## src/adc_ctrl_pkg.sv

```systemverilog
// Function
// - Busy low during conversion, high with result.
// - Busy falls within 83 ns of start.
// - Result is 16-bit two's complement word.
// - Conversion completes within 4 us.
// - Starts ignored during conversion, reads still allowed.
// - Previous result readable about 3.7 us.
// - New result valid 50 ns before busy rises; the registered data_out shows it 40 ns before.
// - Data driven only when read high, select low.
// - Result readable as word or two bytes.
// - Byte-swap high exchanges upper and lower halves.
// - Select high puts the data outputs high-impedance; busy stays driven.
// - Select fall or read rise enables outputs.
package adc_ctrl_pkg;
	// =====================================================================
	// Timing
	// =====================================================================
	localparam int CLK_PERIOD_NS = 10;
	localparam int START_LOW_NS = 50;
	localparam int START_LOW_CYC = (START_LOW_NS + CLK_PERIOD_NS - 1) / CLK_PERIOD_NS;
	localparam int BUSY_DELAY_NS = 83;
	localparam int BUSY_DELAY_CYC = BUSY_DELAY_NS / CLK_PERIOD_NS;
	localparam int CONV_TIME_NS = 4000;
	localparam int CONV_CYC = CONV_TIME_NS / CLK_PERIOD_NS;
	localparam int OLD_VALID_NS = 3700;
	localparam int OLD_VALID_CYC = OLD_VALID_NS / CLK_PERIOD_NS;
	localparam int NEW_LEAD_NS = 50;
	localparam int NEW_LEAD_CYC = (NEW_LEAD_NS + CLK_PERIOD_NS - 1) / CLK_PERIOD_NS;
	localparam int CNT_W = 10;
	// =====================================================================
	// Data layout
	// =====================================================================
	localparam int DATA_W = 16;
	localparam int HALF_W = 8;
	localparam logic [DATA_W-1:0] RESULT_RST = 16'h0000;
	localparam logic [CNT_W-1:0] CNT_ZERO = 10'h000;
endpackage

```

## src/adc_conv_if.sv

```systemverilog
`timescale 1ns/1ps
// Carries the start request from control to the conversion engine, and its completion and code back to control.
interface adc_conv_if;
	logic start;
	logic done;
	logic [15:0] code;
	modport ctrl (output start, input done, input code);
	modport engine (input start, output done, output code);
endinterface

```

## src/adc_sar_engine.sv

```systemverilog
`timescale 1ns/1ps
// Conversion engine: counts out the conversion time, then hands over a code.
module adc_sar_engine
	import adc_ctrl_pkg::*;
(
	// Clock and reset
	input wire logic clk,
	input wire logic resetn,
	// Sampled analog code stand-in
	input wire logic [DATA_W-1:0] sample_code,
	// Control side
	adc_conv_if.engine conv
);
	logic [CNT_W-1:0] cnt_ff;
	logic run_ff;
	logic done_ff;
	logic [DATA_W-1:0] code_ff;
	logic [DATA_W-1:0] held_ff;

	assign conv.done = done_ff;
	assign conv.code = code_ff;

	// =====================================================================
	// Timer
	// =====================================================================
	// The held sample is captured at start so input motion cannot disturb the result.
	always_ff @(posedge clk or negedge resetn) begin
		if (!resetn) begin
			cnt_ff <= CNT_ZERO;
			run_ff <= 1'b0;
			done_ff <= 1'b0;
			code_ff <= RESULT_RST;
			held_ff <= RESULT_RST;
		end else begin
			done_ff <= 1'b0;
			if (conv.start && !run_ff) begin
				run_ff <= 1'b1;
				held_ff <= sample_code;
				cnt_ff <= CNT_ZERO;
			end else if (run_ff) begin
				// Finish early enough that the lead interval and the busy rise still land inside the limit.
				if (cnt_ff == CNT_W'(CONV_CYC - NEW_LEAD_CYC - 3)) begin
					run_ff <= 1'b0;
					done_ff <= 1'b1;
					code_ff <= held_ff;
				end else begin
					cnt_ff <= cnt_ff + 1'b1;
				end
			end
		end
	end
endmodule

```

## src/adc_parallel_ctrl.sv

```systemverilog
`timescale 1ns/1ps
// Conversion control and tri-state parallel read-out of the converter.
module adc_parallel_ctrl
	import adc_ctrl_pkg::*;
(
	// Clock and reset
	input wire logic clk,
	input wire logic resetn,
	// Host control, active low where named
	input wire logic rd_convn,
	input wire logic csn,
	input wire logic byte_swap,
	// Analog front end stand-in
	input wire logic [DATA_W-1:0] sample_code,
	// Status
	output logic busyn,
	// Data bus, result_msb at bit 15 and result_lsb at bit 0 while byte_swap is low
	output logic [DATA_W-1:0] data_out,
	output logic [DATA_W-1:0] data_oe
);
	typedef enum logic [1:0] {IDLE, BUSY, LEAD} state_e;
	// Delay bound for the busy fall, declared here so the check can use it as a range limit.
	localparam int BUSY_WIN = BUSY_DELAY_CYC;

	state_e state_ff;
	logic [CNT_W-1:0] low_cnt_ff;
	logic [CNT_W-1:0] lead_cnt_ff;
	logic [DATA_W-1:0] result_ff;
	logic [CNT_W-1:0] busy_low_cnt_ff;
	logic start_ok;
	logic read_en;
	adc_conv_if conv ();

	// Exchanges the two bytes of a word for the byte-swapped read.
	// Each half goes out whole, so a host reading bytes gets either one in a single access.
	function automatic logic [DATA_W-1:0] swap_halves(input logic [DATA_W-1:0] word);
		return {word[HALF_W-1:0], word[DATA_W-1:HALF_W]};
	endfunction

	// =====================================================================
	// Start detection
	// =====================================================================
	// Inputs are combined as an AND of the two lows; width is measured in cycles.
	always_ff @(posedge clk or negedge resetn) begin
		if (!resetn) begin
			low_cnt_ff <= CNT_ZERO;
		end else if (rd_convn || csn) begin
			low_cnt_ff <= CNT_ZERO;
		end else if (low_cnt_ff != CNT_W'(START_LOW_CYC)) begin
			low_cnt_ff <= low_cnt_ff + 1'b1;
		end
	end

	// A start fires once per low period, when it reaches the minimum width.
	assign start_ok = (low_cnt_ff == CNT_W'(START_LOW_CYC - 1)) && !rd_convn && !csn;
	assign conv.start = start_ok && (state_ff == IDLE);

	adc_sar_engine u_engine (
		.clk(clk),
		.resetn(resetn),
		.sample_code(sample_code),
		.conv(conv)
	);

	// =====================================================================
	// Busy sequencing
	// =====================================================================
	// LEAD holds busy low for the interval where new data already shows.
	always_ff @(posedge clk or negedge resetn) begin
		if (!resetn) begin
			state_ff <= IDLE;
			lead_cnt_ff <= CNT_ZERO;
		end else begin
			case (state_ff)
				IDLE: begin
					if (conv.start) begin
						state_ff <= BUSY;
					end
				end
				BUSY: begin
					if (conv.done) begin
						state_ff <= LEAD;
						lead_cnt_ff <= CNT_ZERO;
					end
				end
				LEAD: begin
					if (lead_cnt_ff == CNT_W'(NEW_LEAD_CYC - 1)) begin
						state_ff <= IDLE;
					end else begin
						lead_cnt_ff <= lead_cnt_ff + 1'b1;
					end
				end
				default: begin
					state_ff <= IDLE;
				end
			endcase
		end
	end

	// Busy falls the cycle after start, well inside the allowed delay.
	always_ff @(posedge clk or negedge resetn) begin
		if (!resetn) begin
			busyn <= 1'b1;
		end else if (conv.start) begin
			busyn <= 1'b0;
		end else if (state_ff == LEAD && lead_cnt_ff == CNT_W'(NEW_LEAD_CYC - 1)) begin
			busyn <= 1'b1;
		end
	end

	// =====================================================================
	// Output register
	// =====================================================================
	// Old result stays until done; the new word lands before busy rises.
	always_ff @(posedge clk or negedge resetn) begin
		if (!resetn) begin
			result_ff <= RESULT_RST;
		end else if (conv.done) begin
			result_ff <= conv.code;
		end
	end

	// Busy-low time in cycles; only the checks read it, to bound how long old data stands.
	// It saturates so a stuck busy cannot wrap it back into the legal range.
	always_ff @(posedge clk or negedge resetn) begin
		if (!resetn) begin
			busy_low_cnt_ff <= CNT_ZERO;
		end else if (busyn) begin
			busy_low_cnt_ff <= CNT_ZERO;
		end else if (busy_low_cnt_ff != {CNT_W{1'b1}}) begin
			busy_low_cnt_ff <= busy_low_cnt_ff + 1'b1;
		end
	end

	// Output enable follows the level of both inputs, which covers both enabling edges.
	assign read_en = rd_convn && !csn;

	// Drivers are registered, so the bus lags the select lines by one cycle.
	always_ff @(posedge clk or negedge resetn) begin
		if (!resetn) begin
			data_out <= RESULT_RST;
			data_oe <= RESULT_RST;
		end else begin
			data_oe <= {DATA_W{read_en}};
			if (byte_swap) begin
				data_out <= swap_halves(result_ff);
			end else begin
				data_out <= result_ff;
			end
		end
	end

	// =====================================================================
	// Checks
	// =====================================================================
	// Start acceptance and the busy-low timing around it.
	busy_fall_a: assert property (@(posedge clk) disable iff (!resetn)
		conv.start |=> !busyn)
		else $error("busy did not fall after start");
	busy_window_a: assert property (@(posedge clk) disable iff (!resetn)
		conv.start |-> ##[1:BUSY_WIN] !busyn)
		else $error("busy fell too late after start");
	busy_hold_a: assert property (@(posedge clk) disable iff (!resetn)
		$fell(busyn) |=> !busyn [*8])
		else $error("busy rose too early");
	conv_time_a: assert property (@(posedge clk) disable iff (!resetn)
		conv.start |-> ##[1:400] $rose(busyn))
		else $error("conversion exceeded limit");
	start_width_a: assert property (@(posedge clk) disable iff (!resetn)
		conv.start |-> $past(!rd_convn && !csn, 4))
		else $error("start without full low width");
	start_once_a: assert property (@(posedge clk) disable iff (!resetn)
		conv.start |=> !start_ok)
		else $error("second start in one low period");

	// A start seen outside idle must not keep busy low past the lead interval.
	ignore_start_a: assert property (@(posedge clk) disable iff (!resetn)
		(state_ff == LEAD) && (lead_cnt_ff == CNT_W'(NEW_LEAD_CYC - 1)) |=> busyn && (state_ff == IDLE))
		else $error("lead end did not release busy");

	// State and busy must agree at every edge.
	busy_state_a: assert property (@(posedge clk) disable iff (!resetn)
		(state_ff == BUSY) |-> !busyn)
		else $error("busy high during conversion");
	idle_busy_a: assert property (@(posedge clk) disable iff (!resetn)
		(state_ff == IDLE) |-> busyn)
		else $error("busy low while idle");
	done_busy_a: assert property (@(posedge clk) disable iff (!resetn)
		conv.done |-> !busyn)
		else $error("result arrived with busy high");
	busy_rise_a: assert property (@(posedge clk) disable iff (!resetn)
		$rose(busyn) |-> ($past(state_ff) == LEAD))
		else $error("busy rose outside the lead interval");

	// Result register: old word stands, new word lands ahead of busy.
	lead_data_a: assert property (@(posedge clk) disable iff (!resetn)
		conv.done |=> (result_ff == $past(conv.code)) && !busyn ##5 busyn)
		else $error("new data not ahead of busy rise");
	lead_code_a: assert property (@(posedge clk) disable iff (!resetn)
		(state_ff == LEAD) |-> (result_ff == conv.code))
		else $error("new word missing during lead");
	hold_result_a: assert property (@(posedge clk) disable iff (!resetn)
		!conv.done |=> $stable(result_ff))
		else $error("result changed without conversion");
	old_hold_a: assert property (@(posedge clk) disable iff (!resetn)
		conv.done |-> (busy_low_cnt_ff >= CNT_W'(OLD_VALID_CYC)))
		else $error("old result replaced too early");

	// Bus drive and byte order, one cycle behind the select lines.
	hiz_select_a: assert property (@(posedge clk) disable iff (!resetn)
		csn |=> (data_oe == 16'h0000))
		else $error("bus driven while deselected");
	drive_read_a: assert property (@(posedge clk) disable iff (!resetn)
		(rd_convn && !csn) |=> (data_oe == 16'hFFFF))
		else $error("bus not driven during read");
	read_gate_a: assert property (@(posedge clk) disable iff (!resetn)
		!(rd_convn && !csn) |=> (data_oe == 16'h0000))
		else $error("bus driven outside a read");
	swap_bytes_a: assert property (@(posedge clk) disable iff (!resetn)
		(byte_swap && !conv.done) |=> (data_out == {result_ff[7:0], result_ff[15:8]}))
		else $error("byte swap wrong");
	word_order_a: assert property (@(posedge clk) disable iff (!resetn)
		(!byte_swap && !conv.done) |=> (data_out == result_ff))
		else $error("word order wrong");
endmodule

```

## config.mk

```make
export PLATFORM = sky130hd
export DESIGN_NAME = adc_parallel_ctrl
export DESIGN_NICKNAME = d
export VERILOG_FILES = /design/src/adc_ctrl_pkg.sv /design/src/adc_conv_if.sv /design/src/adc_sar_engine.sv /design/src/adc_parallel_ctrl.sv
export SDC_FILE = /design/constraint.sdc
export NUM_CORES = 1
export LEC_CHECK = 0
export BUFFER_PORTS_ARGS = -buffer_cell sky130_fd_sc_hd__buf_2
export CORE_MARGIN = 3
export CORE_UTILIZATION = 51
export CTS_CLUSTER_SIZE = 28
export DETAILED_ROUTE_END_ITERATION = 6
export PLACE_DENSITY = 0.75
export SYNTH_ARGS = -nofsm -noshare
export SYNTH_HDL_FRONTEND = slang
export SYNTH_SLANG_ARGS = --single-unit
export TNS_END_PERCENT = 10
```

## constraint.sdc

```tcl
create_clock -name clk -period 5.3 [get_ports clk]
set_clock_uncertainty 0.2 [all_clocks]
set_input_delay 0.265 -clock clk [delete_from_list [all_inputs] [get_ports clk]]
set_output_delay 0.265 -clock clk [all_outputs]
set_load 0.005 [all_outputs]
```

==> metrics.md, run 1 <==
| Metric | Value |
|---|---|
| Run status | finished, final reports clean |
| Mux contribution to synthesized area | 14.6% |
| Total CTS buffers | 9 |
| Clk sink count | 100 |
| Max Slew Vio Count | 0 |
| Worst path slowest cell | and4_1 |
| Clock Latency Late Sink | 0.36 ns |
| Final-layout fill cell count | 674 |
| Netlist cell types | 43 |
| Final setup fails | 0 |
| Initial core utilization | 53.5% |
| Hold EP | low_cnt_ff[3]$_DFFE_PN0P_ |
| Die Width | 99.5 um |
| Final #Nets | 460 |
| Crit path kind | register to register |
| Post-synthesis net count | 405 |
| Critical path arrival | 2.55 ns |
| Wl on met1 | 3750 um |
| Synthesized flop and latch total | 100 |
| DR vias/cell | 5.22 |
| Hold path cells | 3 |
| CP Max Fanout | 24 |
| Aggregate global-route resource usage | 17.2% |
| Setup_tns | 0 ns |
| # IOs | 54 |
| H-tree depth | 3 |
| Vias | 2828 |
| Total gr overflow | 0 |
| CTS root buffer | clkbuf_8 |
| Total Wirelength | 7880 um |
| RR Endpoint | u_engine.cnt_ff[1]$_DFFE_PN0P_ |
| FF-to-FF Start | low_cnt_ff[0]$_DFFE_PN0P_ |
| Worst-case reg-to-reg path depth | 6 |
| Asr flop ratio synth | 100% |
| Synth Warn # | 0 |
| Ant. Diodes | 0 |
| IR Drop Worst-Case VDD | 0.177 mV |
| Top routing layer in use | met4 |
| Largest family of logic cells by synthesized area | simple AND/OR/NAND/NOR gates |
| Synthesized cell area | 4460 um2 |
| Flop2flop setup slack | 2.81 ns |
| Layout overhead on the synthesized area | 13.4% |
| Cell family with most CP delay | simple AND/OR/NAND/NOR gates |
| Worst-margin pin slew | 0.808 ns |
| First-pass GRT wire length | 13700 um |
| First drt pass iteration count | 4 |
| Die Y-Extent | 99.5 um |
| Mapped Cells | 377 |
| Placed cell areas | 4670 um2 |
| Avg Cell Area, Syn | 11.8 um2 |
| Commonest cells after routing, fill and taps aside | dfrtp_1 (99), nand2_1 (62), buf_2 (52) |
| RSZ-0062 raised after global routing | false |
| Sequential share of the synthesized area | 56.1% |
| Met3 routed WL | 210 um |
| Main flop type after synthesis | dfrtp_1 |
| CTS max path bufs | 2 |
| CTS Hold Bufs | 19 |
| Final Hold Fails | 0 |
| Relative slew margins | 46.2% |
| GPL Wtd Cong | 0.834 |
| WP data required | 5.36 ns |
| Post-CTS Repair Setup Buffers | 0 |
| Period utilization | 46.9% |
| Simple-Gate Fraction of Synth Area | 16.7% |
| Peak per-stage delay on the critical path | 0.79 ns |
| Largest net degree at the start of global routing | 66 |
| WL/cell | 14.5 um |
| Initial DRC Count | 94 |
| Commonest non-fill, non-tap cell in the layout | dfrtp_1 |
| CTS tree | yes |
| Post-Synth Adder-Cell Area | 1.96% |
| Worst-path cell chain | inv_1, ha_1, nor4b_2, and4_1, nor2_1, mux2_2 |
| Core area | 8340 um2 |
| Max-cap violation count | 0 |
| Complex-gate fraction of the synthesized area | 2.89% |
| IO buf count | 53 |
| Met2 routed WL | 3820 um |
| Post-CTS resize count | 0 |
| Leakage power total | 2.63 nW |
| Final antenna-violating net count | 0 |
| CP Buf/Inv Count | 1 |
| Total die area | 9900 um2 |
| Final HPWL DP | 5260 um |
| Clock transition at path regs | 0.10 ns |
| Non-Filler Instances | 542 |
| Pwr dens | 255 nW/um2 |
| Initial antenna violation count | 0 |
| Final non-filler cell area | 5050 um2 |
| Crit path launch type | register |
| Hold path startpoint | rd_convn |
| Tightest Hold Check Type | input port to register |
| Residual DRC | 0 |
| Crit end category | register |
| Share of post-route cells with drive strength above 1 | 29.3% |
| Tmin final | 2.49 ns |
| Max Fclk | 402 MHz |
| Placed cell count | 507 |
| Row count | 33 |
| Vias in the first global route | 2871 |
| Post-Synth XOR/XNOR Area | 2.75% |
| EDFF count, synth | 0 |
-- state kept, by name, indices dropped and copies added, names as in the netlist --
name,cells
data_out,16
result_ff,16
u_engine.conv.code,16
u_engine.held_ff,16
lead_cnt_ff,10
low_cnt_ff,10
u_engine.cnt_ff,10
state_ff,2
busyn,1
data_oe,1
u_engine.conv.done,1
u_engine.run_ff,1
-- synth_stat cells (all sizes together), types with 2 or more instances --
library cell | instances | area (um2)
nand2b | 5 | 31.3
clkbuf | 4 | 15.0
nand4 | 14 | 87.6
nand2 | 63 | 244
o21ai | 5 | 25.0
ha | 7 | 87.6
dfrtp | 99 | 2480
nor3 | 6 | 30.0
nor4b | 2 | 38.8
nor2 | 21 | 78.8
inv | 8 | 30.0
nor4 | 2 | 27.5
a41o | 2 | 20.0
mux2 | 49 | 589
xnor2 | 2 | 17.5
buf | 25 | 178
nor2b | 2 | 12.5
or3 | 3 | 18.8
xor2 | 12 | 105
mux2i | 6 | 60.1
or2 | 2 | 12.5
nand3 | 9 | 45.0
nor4bb | 2 | 20.0
a21oi | 7 | 35.0
and4 | 2 | 17.5
and3 | 8 | 50.1
-- stage by stage --
stage	hold WS [ns]	total power, mW	worst slack [ns]	utilization (%)
floorplan	-0.231	0.798	3.31	-
global placement	0.0419	0.822	2.95	56.0
detailed placement	0.0497	0.823	2.87	56.0
CTS	0.0500	1.30	2.80	60.6
global route	0.0862	1.34	2.62	60.6
finish	0.0601	1.29	2.81	60.6
-- tightest hold or removal path: cells and delay by family --
kind,cells,cell delay [ns]
simple gates,1,0.09
compound gates,1,0.12
buf+inv,1,0.12
-- kinds of logic (layout without fill, tap and decap cells) --
group	count (synthesis)	in the layout
AND/OR/NAND/NOR	144	144
flip-flops	100	100
multiplexers	55	55
buffers and inverters	37	97
AO/OA/AOI/OAI	20	20
XOR/XNOR	14	14
adder cells (fa/ha/maj)	7	7
-- layer usage --
| layer | vias up | track usage [%] |
|---|---|---|
| met5 | - | 0 |
| met4 | 0 | 6.51 |
| met3 | 9 | 2.73 |
| met2 | 38 | 27.7 |
| met1 | 1388 | 23.8 |
| li1 | 1393 | - |
-- worst max-delay path by stage --
stage | cells past startpoint | from | to
2_1_floorplan | 7 | u_engine.cnt_ff[0]$_DFFE_PN0P_ | u_engine.conv.code[10]$_DFFE_PN0P_
3_3_place_gp | 6 | low_cnt_ff[0]$_DFFE_PN0P_ | u_engine.cnt_ff[1]$_DFFE_PN0P_
3_5_place_dp | 6 | low_cnt_ff[0]$_DFFE_PN0P_ | u_engine.cnt_ff[1]$_DFFE_PN0P_
4_1_cts | 6 | low_cnt_ff[0]$_DFFE_PN0P_ | u_engine.cnt_ff[1]$_DFFE_PN0P_
5_1_grt | 6 | low_cnt_ff[0]$_DFFE_PN0P_ | u_engine.cnt_ff[1]$_DFFE_PN0P_
6_report | 6 | low_cnt_ff[0]$_DFFE_PN0P_ | u_engine.cnt_ff[1]$_DFFE_PN0P_
-- layout make-up --
class	count	area [um2]	share of cell area, %
Tap cell	105	131	2.60
Inverter	8	30.0	0.594
Sequential cell	100	2500	49.5
Clock inverter	7	67.6	1.34
Timing Repair Buffer	73	465	9.21
Multi-Input combinational cell	240	1730	34.3
Clock buffer	9	124	2.45
-- report_power, final --
group	leakage [nW]	switching, mW	internal, mW
logic	1.17	0.0284	0.0233
registers	1.36	0.00174	0.763
clock network	0.0958	0.286	0.184
total	2.63	0.316	0.971
Note: power is estimated with default switching activity, not from simulation.
==> inputs of run 2 (changes only) <==
==> constraint.sdc (replaced) <==
create_clock -name clk -period 2.3 [get_ports clk]
set_clock_uncertainty 0.2 [all_clocks]
set_input_delay 0.115 -clock clk [delete_from_list [all_inputs] [get_ports clk]]
set_output_delay 0.115 -clock clk [all_outputs]
set_load 0.005 [all_outputs]
==> metrics.md, run 2 (synthesis gave the netlist of run 1 again) <==
| Metric | Value |
|---|---|
| Core area | 8340 um2 (unchanged) |
| IR Drop Worst-Case VDD | 0.386 mV (was 0.177 mV) |
| FF-to-FF Start | u_engine.cnt_ff[0]$_DFFE_PN0P_ (was low_cnt_ff[0]$_DFFE_PN0P_) |
| Final worst slack | 0.165 ns (was 2.81 ns) |
| Clock power frac | 36.4% (was 36.5%) |
| Worst-case reg-to-reg path depth | 6 (unchanged) |
| Layout overhead on the synthesized area | 14.7% (was 13.4%) |
| Flop pwr share | 59.5% (about the same) |
| WP data required | 2.36 ns (was 5.36 ns) |
| Die Width | 99.5 um (unchanged) |
| Dpl ws | 0.193 ns (was 2.87 ns) |
| Initial antenna violation count | 0 (unchanged) |
| WL/cell | 14.3 um (was 14.5 um) |
| Final antenna-violating net count | 0 (unchanged) |
| Total gr overflow | 0 (unchanged) |
| Setup crit end | u_engine.cnt_ff[1]$_DFFE_PN0P_ (unchanged) |
| Clk sink count | 100 (unchanged) |
| CP startpoint | u_engine.cnt_ff[0]$_DFFE_PN0P_ (was low_cnt_ff[0]$_DFFE_PN0P_) |
| Hold path startpoint | byte_swap (was rd_convn) |
| Fin util | 61.3% (was 60.6%) |
| Clock transition at path regs | 0.11 ns (was 0.10 ns) |
| CTS max path bufs | 2 (unchanged) |
| Run status | finished, final reports clean (unchanged) |
| Worst-margin pin slew | 0.550 ns (was 0.808 ns) |
| RSZ-0062 raised after global routing | false (unchanged) |
| Pwr dens | 580 nW/um2 (was 255 nW/um2) |
| Final Hold Fails | 0 (unchanged) |
| CTS tree | yes (unchanged) |
| Commonest non-fill, non-tap cell in the layout | dfrtp_1 (unchanged) |
| Crit end category | register (unchanged) |
| Final HPWL DP | 5440 um (was 5260 um) |
| Largest net degree at the start of global routing | 44 (was 66) |
| IO buf count | 53 (unchanged) |
| Tightest Hold Check Type | input port to register (unchanged) |
| Share of post-route cells with drive strength above 1 | 30.0% (was 29.3%) |
| CP Max Fanout | 5 (was 24) |
| Relative slew margins | 63.3% (was 46.2%) |
| Crit path kind | register to register (unchanged) |
| Final non-filler cell area | 5110 um2 (was 5050 um2) |
| CTS root buffer | clkbuf_8 (unchanged) |
| Aggregate global-route resource usage | 16.9% (was 17.2%) |
| Sw Share | 24.4% (was 24.6%) |
| Final setup fails | 0 (unchanged) |
| Max Slew Vio Count | 0 (unchanged) |
| Total Wirelength | 7820 um (was 7880 um) |
| Flop2flop setup slack | 0.16 ns (was 2.81 ns) |
| Vias | 2874 (was 2828) |
| Clock Latency Late Sink | 0.37 ns (was 0.36 ns) |
| Final #Nets | 466 (was 460) |
| Total CTS buffers | 9 (unchanged) |
| H-tree depth | 3 (unchanged) |
| Max-cap violation count | 0 (unchanged) |
| Vias in the first global route | 2771 (was 2871) |
| Tmin final | 2.14 ns (was 2.49 ns) |
| First drt pass iteration count | 4 (unchanged) |
| Commonest cells after routing, fill and taps aside | dfrtp_1 (99), nand2_1 (62), buf_2 (52) (unchanged) |
| Period utilization | 92.8% (was 46.9%) |
| Placed cell areas | 4720 um2 (was 4670 um2) |
| Leakage power total | 2.67 nW (was 2.63 nW) |
| Ant. Diodes | 0 (unchanged) |
| Critical path arrival | 2.19 ns (was 2.55 ns) |
| Setup_tns | 0 ns (unchanged) |
| Int Power | 2.24 mW (was 0.971 mW) |
| Die Y-Extent | 99.5 um (unchanged) |
| Row count | 33 (unchanged) |
| Final-layout fill cell count | 643 (was 674) |
| RR Endpoint | u_engine.cnt_ff[1]$_DFFE_PN0P_ (unchanged) |
| First-pass GRT wire length | 13400 um (was 13700 um) |
| # IOs | 54 (unchanged) |
| Max Fclk | 468 MHz (was 402 MHz) |
| GPL Wtd Cong | 0.823 (was 0.834) |
| Total die area | 9900 um2 (unchanged) |
| Residual DRC | 0 (unchanged) |
| Gate power share | 4.1% (was 4.0%) |
| DR vias/cell | 5.24 (was 5.22) |
| Initial core utilization | 53.5% (unchanged) |
| NetSw | 0.725 mW (was 0.316 mW) |
| Initial DRC Count | 158 (was 94) |
| Crit path launch type | register (unchanged) |
==> run 2: changes by cell type in the layout (fill, tap and decap cells not counted), sizes merged <==
cell         before  now
clkinv            2    3
dlygate4sd3      19   20
clkinvlp          1    0
buf              54   59
==> run 2: power groups by stage <==
stage               clock [mW]  sequential [mW]  combinational (mW)
floorplan                    0             1.80              0.0407
global placement             0             1.80              0.0981
detailed placement           0             1.80              0.0992
finish                    1.08             1.76               0.122
CTS                       1.10             1.76               0.125
global route              1.18             1.76               0.137
==> run 2: worst min-delay path by stage <==
stage,cells past startpoint,slack [ns],endpoint
after floorplan,0,-0.38,data_oe[0]$_DFF_PN0_
after global placement,1,-0.06,low_cnt_ff[7]$_DFFE_PN0P_
after detailed placement,1,-0.05,low_cnt_ff[2]$_DFFE_PN0P_
after CTS,2,0.03,data_out[6]$_DFF_PN0_
after global routing,2,0.03,data_out[13]$_DFF_PN0_
final,2,0.04,data_out[6]$_DFF_PN0_
==> run 2: repair_timing <==
item,in CTS,in global routing
gates resized for setup,0,0
hold buffers,20,0
endpoints found under the hold margin,107,0
buffers inserted,0,0
==> run 2: area by class of cell <==
type	instances	area, um2	area share [%]
clock buffer	9	124	2.42
sequential	100	2500	49.0
inverter	8	30.0	0.587
timing repair buffer	79	526	10.3
tap	105	131	2.57
clock inverter	7	66.3	1.30
multi-input combinational	240	1730	33.9
==> run 2: worst max-delay path, cell delays in order (launching register included) <==
cell and delay [ns]:
dfrtp_1 0.42, inv_1 0.10, ha_1 0.16, nor4bb_1 0.28, and4bb_2 0.32, nand2b_1 0.20
mux2_2 0.35
==> run 2: metrics by stage <==
stage | total power [mW] | hold slack, ns | std cells
floorplan | 1.84 | -0.381 | 377
global placement | 1.90 | -0.0620 | 512
detailed placement | 1.90 | -0.0546 | 512
CTS | 2.99 | 0.0283 | 548
global route | 3.08 | 0.0336 | 548
finish | 2.96 | 0.0358 | 548
==> run 2: routing by layer <==
layer	track usage [%]	up-vias	routed length, um
met3	4.49	10	349
met5	0	-	0
li1	-	1397	-
met2	25.8	53	3710
met4	5.36	0	109
met1	23.9	1414	3650
